==> config.mk <==
export PLATFORM = sky130hd
export DESIGN_NAME = tfs_table_unit
export DESIGN_NICKNAME = d
export VERILOG_FILES = /design/src/tfs_pkg.sv /design/src/tfs_table_unit.sv
export SDC_FILE = /design/constraint.sdc
export NUM_CORES = 1
export LEC_CHECK = 0
export BUFFER_PORTS_ARGS = -buffer_cell sky130_fd_sc_hd__buf_2
export CAP_MARGIN = 30
export CORE_MARGIN = 10
export CORE_UTILIZATION = 45
export CTS_BUF_LIST = sky130_fd_sc_hd__clkbuf_2
export CTS_CLUSTER_SIZE = 28
export DETAILED_ROUTE_END_ITERATION = 12
export PLACE_DENSITY = 0.8
export SKIP_LAST_GASP = 1
export SYNTH_ARGS = -nofsm -noshare
export SYNTH_HDL_FRONTEND = slang
export SYNTH_SLANG_ARGS = --single-unit
export TNS_END_PERCENT = 50
==> constraint.sdc <==
create_clock -name i_clk -period 3 [get_ports i_clk]
set_input_delay 0.3 -clock i_clk [delete_from_list [all_inputs] [get_ports i_clk]]
set_output_delay 0.3 -clock i_clk [all_outputs]
set_load 0.02 [all_outputs]
==> src/tfs_pkg.sv <==
/*
 * Package for the table fill and search unit: opcodes, widths, states.
 * Assumes a single synchronous clock domain and a word memory with a
 * one-cycle read latency.
 */
package tfs_pkg;
    localparam int WORD_W = 16;
    localparam int ADDR_W = 16;
    localparam int ACC_W = 32;
    localparam int LEN_W = 8;
    localparam logic [LEN_W-1:0] LEN_MAX = 8'hff;
    localparam logic [ACC_W-1:0] ACC_MISS_VALUE = 32'h0000_0000;
    localparam logic [LEN_W-1:0] OFFSET_START = 8'h00;
    localparam logic [1:0] OP_FILL = 2'h0;
    localparam logic [1:0] OP_FIND_EQ = 2'h1;
    localparam logic [1:0] OP_FIND_ABOVE = 2'h2;
    localparam logic [1:0] OP_NONE = 2'h3;

    typedef enum logic [2:0] {
        TFS_IDLE = 3'h0,
        TFS_ISSUE = 3'h1,
        TFS_WAIT = 3'h3,
        TFS_DONE = 3'h2
    } tfs_state_type;
endpackage : tfs_pkg

==> src/tfs_table_unit.sv <==
/*
 * Table fill and search unit: fill a word table with one value, find the
 * first word equal to a value from an offset, or find the first word above
 * a value from the table start. Results go to the accumulator.
 * Assumes the sequencer presents parameters in the i_start cycle, when they are captured, and
 * that memory returns read data exactly one cycle after o_mem_rd.
 */
module tfs_table_unit (
    // Clock and reset
    input wire logic i_clk,
    input wire logic i_rst,
    // Sequencer side
    input wire logic i_start,
    input wire logic [1:0] i_op,
    input wire logic [tfs_pkg::WORD_W-1:0] i_operand,
    input wire logic [tfs_pkg::ACC_W-1:0] i_acc,
    input wire logic [tfs_pkg::ACC_W-1:0] i_stack1,
    input wire logic [tfs_pkg::ACC_W-1:0] i_stack2,
    output logic o_busy,
    output logic o_done,
    output logic o_acc_we,
    output logic [tfs_pkg::ACC_W-1:0] o_acc,
    output logic o_search_miss_flag,
    // Word memory side
    output logic o_mem_wr,
    output logic o_mem_rd,
    output logic [tfs_pkg::ADDR_W-1:0] o_mem_addr,
    output logic [tfs_pkg::WORD_W-1:0] o_mem_wdata,
    input wire logic [tfs_pkg::WORD_W-1:0] i_mem_rdata
);
    tfs_pkg::tfs_state_type state_reg, state_next;
    logic [1:0] op_reg;
    logic [tfs_pkg::ADDR_W-1:0] base_reg;
    logic [tfs_pkg::LEN_W-1:0] len_reg;
    logic [tfs_pkg::LEN_W-1:0] idx_reg;
    logic [tfs_pkg::WORD_W-1:0] value_reg;
    logic hit_reg;
    logic [tfs_pkg::LEN_W-1:0] hit_idx_reg;
    logic rd_valid_reg;
    logic [tfs_pkg::LEN_W-1:0] rd_idx_reg;
    logic [tfs_pkg::LEN_W-1:0] cmp_idx_reg;
    logic busy_reg, done_reg, acc_we_reg, miss_reg;
    logic [tfs_pkg::ACC_W-1:0] acc_reg;
    logic mem_wr_reg, mem_rd_reg;
    logic [tfs_pkg::ADDR_W-1:0] mem_addr_reg;
    logic [tfs_pkg::WORD_W-1:0] mem_wdata_reg;

    // Parameter decode at start, from the stack levels the issuer loaded
    wire logic start_ok = i_start && (i_op != tfs_pkg::OP_NONE);
    wire logic is_eq = (i_op == tfs_pkg::OP_FIND_EQ);
    wire logic [tfs_pkg::LEN_W-1:0] start_len = is_eq ?
        i_stack2[tfs_pkg::LEN_W-1:0] : i_stack1[tfs_pkg::LEN_W-1:0];
    wire logic [tfs_pkg::ADDR_W-1:0] start_base = is_eq ?
        i_stack1[tfs_pkg::ADDR_W-1:0] : i_acc[tfs_pkg::ADDR_W-1:0];
    // Offset beyond 8 bits is always outside a table of at most 255 words
    wire logic offset_wide = (i_acc[tfs_pkg::ACC_W-1:tfs_pkg::LEN_W] != '0);
    wire logic [tfs_pkg::LEN_W-1:0] start_idx = is_eq ?
        i_acc[tfs_pkg::LEN_W-1:0] : tfs_pkg::OFFSET_START;
    wire logic bad_offset = is_eq && (offset_wide || (start_idx >= start_len));

    // Compare data read last cycle against the operand as unsigned words
    wire logic word_eq = (i_mem_rdata == value_reg);
    wire logic word_above = (i_mem_rdata > value_reg);
    wire logic word_hit = (op_reg == tfs_pkg::OP_FIND_EQ) ? word_eq : word_above;
    wire logic last_issue = (idx_reg == len_reg);
    wire logic [tfs_pkg::ADDR_W-1:0] cur_addr =
        base_reg + {{(tfs_pkg::ADDR_W-tfs_pkg::LEN_W){1'b0}}, idx_reg};

    always_comb begin
        state_next = state_reg;
        case (state_reg)
            tfs_pkg::TFS_IDLE: begin
                if (start_ok) begin
                    state_next = tfs_pkg::TFS_ISSUE;
                end
            end
            tfs_pkg::TFS_ISSUE: begin
                if (last_issue || hit_reg) begin
                    state_next = (op_reg == tfs_pkg::OP_FILL) ?
                        tfs_pkg::TFS_DONE : tfs_pkg::TFS_WAIT;
                end
            end
            tfs_pkg::TFS_WAIT: begin
                state_next = tfs_pkg::TFS_DONE;
            end
            tfs_pkg::TFS_DONE: begin
                state_next = tfs_pkg::TFS_IDLE;
            end
            default: begin
                state_next = tfs_pkg::TFS_IDLE;
            end
        endcase
    end

    always_ff @(posedge i_clk) begin
        if (i_rst) begin
            state_reg <= tfs_pkg::TFS_IDLE;
        end else begin
            state_reg <= state_next;
        end
    end

    // Operation parameters, captured once so the sequencer may move on
    always_ff @(posedge i_clk) begin
        if (i_rst) begin
            op_reg <= tfs_pkg::OP_NONE;
            base_reg <= '0;
            len_reg <= '0;
            value_reg <= '0;
        end else if (state_reg == tfs_pkg::TFS_IDLE && start_ok) begin
            op_reg <= i_op;
            base_reg <= start_base;
            len_reg <= start_len;
            value_reg <= i_operand;
        end
    end

    // Walk index; in ISSUE it addresses the next word, in WAIT it stands past the last word issued
    always_ff @(posedge i_clk) begin
        if (i_rst) begin
            idx_reg <= '0;
        end else if (state_reg == tfs_pkg::TFS_IDLE && start_ok) begin
            // A bad offset parks the index at the end, so no read is issued
            idx_reg <= bad_offset ? start_len : start_idx;
        end else if (state_reg == tfs_pkg::TFS_ISSUE && !last_issue && !hit_reg) begin
            idx_reg <= idx_reg + 8'h01;
        end
    end

    // A hit is seen one cycle after its read; the first one wins
    always_ff @(posedge i_clk) begin
        if (i_rst) begin
            hit_reg <= 1'b0;
            hit_idx_reg <= '0;
        end else if (state_reg == tfs_pkg::TFS_IDLE) begin
            hit_reg <= 1'b0;
        end else if (rd_valid_reg && !hit_reg && word_hit) begin
            hit_reg <= 1'b1;
            hit_idx_reg <= cmp_idx_reg;
        end
    end

    // Memory strobes: fill writes, searches read, one word per cycle
    wire logic issue_now = (state_reg == tfs_pkg::TFS_ISSUE) && !last_issue && !hit_reg
        && !(rd_valid_reg && word_hit);
    // Read data stands the cycle after the strobe, so its index trails by two
    always_ff @(posedge i_clk) begin
        if (i_rst) begin
            rd_valid_reg <= 1'b0;
            rd_idx_reg <= '0;
            cmp_idx_reg <= '0;
        end else begin
            rd_valid_reg <= mem_rd_reg;
            rd_idx_reg <= issue_now ? idx_reg : rd_idx_reg;
            cmp_idx_reg <= rd_idx_reg;
        end
    end
    always_ff @(posedge i_clk) begin
        if (i_rst) begin
            mem_wr_reg <= 1'b0;
            mem_rd_reg <= 1'b0;
            mem_addr_reg <= '0;
            mem_wdata_reg <= '0;
        end else begin
            mem_wr_reg <= issue_now && (op_reg == tfs_pkg::OP_FILL);
            mem_rd_reg <= issue_now && (op_reg != tfs_pkg::OP_FILL);
            mem_addr_reg <= issue_now ? cur_addr : mem_addr_reg;
            mem_wdata_reg <= value_reg;
        end
    end

    // Completion and results, presented with a one-cycle done pulse
    wire logic finishing = (state_reg == tfs_pkg::TFS_DONE);
    wire logic found = hit_reg;
    always_ff @(posedge i_clk) begin
        if (i_rst) begin
            busy_reg <= 1'b0;
            done_reg <= 1'b0;
            acc_we_reg <= 1'b0;
            acc_reg <= '0;
            miss_reg <= 1'b0;
        end else begin
            busy_reg <= (state_next != tfs_pkg::TFS_IDLE);
            done_reg <= finishing;
            acc_we_reg <= finishing && (op_reg != tfs_pkg::OP_FILL);
            if (finishing && op_reg != tfs_pkg::OP_FILL) begin
                acc_reg <= found ? {{(tfs_pkg::ACC_W-tfs_pkg::LEN_W){1'b0}}, hit_idx_reg}
                    : tfs_pkg::ACC_MISS_VALUE;
                miss_reg <= !found;
            end
        end
    end

    assign o_busy = busy_reg;
    assign o_done = done_reg;
    assign o_acc_we = acc_we_reg;
    assign o_acc = acc_reg;
    assign o_search_miss_flag = miss_reg;
    assign o_mem_wr = mem_wr_reg;
    assign o_mem_rd = mem_rd_reg;
    assign o_mem_addr = mem_addr_reg;
    assign o_mem_wdata = mem_wdata_reg;
endmodule : tfs_table_unit

==> impl_metrics.py <==
metrics = {
    "sta": {
        "setup_viol_count_final": 0,
        "hold_viol": 0,
        "hold_ws_ns": 0.0472,
        "slew_violations": 0,
        "fin_ws_ns": 0.173,
        "fmax_mhz": 354,
        "rsz0062_at_grt": "no",
        "slew_headroom_pct": 47.2,
        "timing.setup.tns_ns": 0,
        "min_period_ns": 2.83,
        "finClkSkew_ns": 0.0335,
        "worstMarginPinSlew_ns": 0.791,
        "fin_crit_sh_pct": 94.2,
    },
    "synth": {
        "yosysSeqAreaShare_pct": 40.6,
        "synthFlopType": "dfxtp_1",
        "syn_inst": 716,
        "muxShareOfSynthArea_pct": 6.84,
        "synthTopCellsByCount": "125 x dfxtp_1, 75 x nand2_1, 61 x a21oi_1, 59 x nor2_1, 41 x mux2i_1",
        "yosysTopAreaCell": "dfxtp_1",
        "synth_top_family_by_area": "simple AND/OR/NAND/NOR gates",
        "synth_xor_area_share_pct": 3.41,
        "synthSimpleGateAreaFrac_pct": 18.1,
        "ys_ff_latch": 125,
        "synth_area_um2": 6160,
        "synth_top_area_share_pct": 40.6,
        "yosysWarnings": 0,
        "avgSynthCellArea_um2": 8.61,
        "synth.most_common_cell": "dfxtp_1",
        "synthTopCellsByArea": "dfxtp_1 41%, ha_1 6.7%, mux2i_1 6.7%",
        "ys_types": 54,
        "synth_compound_area_share_pct": 16.4,
        "synth_edf_count": 0,
        "synthArstFlopShare_pct": 0,
        "synthAdderAreaFrac_pct": 7.02,
    },
    "power_and_ir_drop": {
        "pwr-share-seq_pct": 50.1,
        "ir_worst_vdd_uv": 203,
        "total_power_mw": 3.49,
        "p_sw_uw": 915,
        "swShare_pct": 26.3,
        "p_per_area_nw_per_um2": 448,
        "pwr-share-clk_pct": 35.4,
        "combPwrFrac_pct": 14.6,
        "internal_power_mw": 2.57,
        "p_leak_nw": 3.27,
    },
    "critical_path": {
        "start_kind": "primary input",
        "arrival_ns": 3.40,
        "cp_max_fo": 8,
        "worstPathRequired_ns": 3.57,
        "worstSetupPathType": "primary input to flip-flop",
        "worst_setup_path_end_kind": "flip-flop",
    },
    "floorplanning": {
        "die_area_um2": 18800,
        "die_x_um": 137,
        "initial_core_util_pct": 46.2,
        "num_rows": 42,
        "core_area_um2": 13300,
        "dieHeight_um": 137,
        "io-pin-count": 203,
    },
    "placed_design": {
        "place_hpwl_mm": 11.6,
        "place.gp.congestion": 0.850,
        "post-place-ws_ns": 0.204,
        "port_buffers": 138,
    },
    "drt": {
        "wirelength_mm": 15.7,
        "drcViolationCount": 0,
        "avgViaCountPerCell": 5.09,
        "first_pass_iters": 6,
        "ant_nets": 0,
        "routedWlPerCell_um": 14.5,
        "drt_iter0_drc": 398,
        "num_vias": 5543,
    },
    "clock_network": {
        "path_clk_slew_ns": 0.17,
        "cts_tree": "built",
        "clock_latency_ns": 0.68,
        "post_cts_resized": 0,
        "htreeDepth": 4,
        "clk_path_buf_depth": 2,
        "cts_sinks": 125,
        "cts-buffers-inserted": 17,
        "root_buffer": "clkbuf_2",
    },
    "grt": {
        "grt_pass1_vias": 5477,
        "grt-ovfl-total": 0,
        "antenna_found_initial": 1,
        "grt_max_degree": 80,
        "grt_first_pass_wirelength_mm": 25.7,
        "grt_usage_pct": 16.7,
    },
    "cells_and_area": {
        "drive_gt1_share_pct": 21.1,
        "final_nets": 1066,
        "fill_cells": 1177,
        "area.growth.synth_to_final_pct": 26.3,
    },
    "flow_run": {
        "drv_cap": 0,
    },
    "status": {
        "status": "completed",
    },
    "worst_hold_path": {
        "hp-class": "primary input to flip-flop",
    },
}
## power by group through the flow
stage | clock, mW | sequential (mW) | combinational (mW)
2_1_floorplan | 0 | 1.79 | 0.306
3_3_place_gp | 0 | 1.78 | 0.429
3_5_place_dp | 0 | 1.78 | 0.440
4_1_cts | 1.26 | 1.74 | 0.503
5_1_grt | 1.33 | 1.75 | 0.563
6_report | 1.23 | 1.74 | 0.507
## cell usage in the layout, fill, tap and decap left out, types with 3 or more instances in the layout
master           n
nor2b_1         12
nor3_1          13
a211oi_1        38
xnor2_1         23
buf_4            9
nand2_1         75
and2_1           8
nor4_1           7
nor2_1          59
nand2b_1         5
o21ai_0         27
clkinv_1         3
nand3_1         29
dlygate4sd3_1   57
dfxtp_1        125
nand4_1         11
inv_1           31
conb_1          25
a21oi_1         60
o22ai_1          8
clkbuf_2        19
mux2i_1         41
ha_1            33
buf_2          138
a21o_1           6
bufinv_16        5
## path summary, 6_finish.rpt
check	end	from	slack (ns)	cells past startpoint
min	len_reg[2]	i_stack1[2]	0.05	3
max reg2reg	o_mem_addr[5]	value_reg[13]	0.46	8
max	idx_reg[0]	i_stack2[0]	0.17	11
min reg2reg	hit_idx_reg[0]	cmp_idx_reg[0]	0.44	2
## final cells by class
cell class                      instances  area [um2]  area share [%]
Antenna cell                            1        2.50          0.0322
Clock buffer                           19        95.1            1.22
Clock inverter                         13         196            2.52
Inverter                               31         116            1.50
Multi-Input combinational cell        519        3300            42.4
Sequential cell                       125        2500            32.2
Tap cell                              176         220            2.83
Timing Repair Buffer                  205        1350            17.3
## kinds of logic (layout without fill, tap and decap cells)
| kind of cell | after synthesis | after routing |
|---|---|---|
| XOR/XNOR | 24 | 24 |
| AO/OA/AOI/OAI | 160 | 160 |
| adder cells (fa/ha/maj) | 34 | 34 |
| AND/OR/NAND/NOR | 234 | 234 |
| other | 1 | 26 |
| multiplexers | 42 | 42 |
| buffers and inverters | 96 | 268 |
| flip-flops | 125 | 125 |
## layer usage
metal	vias to the layer above	part of all wire, %	wire, um	global-route usage, %
met5	-	0	0	0
met3	29	5.4	847	4.25
li1	2827	-	-	-
met2	151	50	7800	28.8
met4	0	2.2	347	6.38
met1	2536	43	6750	19.4
## through the flow
stage | utilization, % | instance area, um2 | instances
2_1_floorplan | - | 6250 | 740
3_3_place_gp | 51.8 | 6920 | 999
3_5_place_dp | 51.8 | 6920 | 999
4_1_cts | 58.3 | 7780 | 1088
5_1_grt | 58.3 | 7780 | 1089
6_report | 58.3 | 7780 | 1089
## worst max-delay path, cell delays in order
cell and delay, ns:
dlygate4sd3_1 0.54, buf_2 0.13, mux2_2 0.27, ha_1 0.26
nand2b_1 0.14, a211oi_1 0.27, o21ai_0 0.14, a211o_1 0.44
mux2i_1 0.23, dlygate4sd3_1 0.59, o22ai_1 0.08
## repair_timing
action	in CTS	in global routing
hold buffers	57	0
setup buffers	0	0
hold endpoints to repair	43	0
No activity file was read; power rests on OpenSTA's default activity.
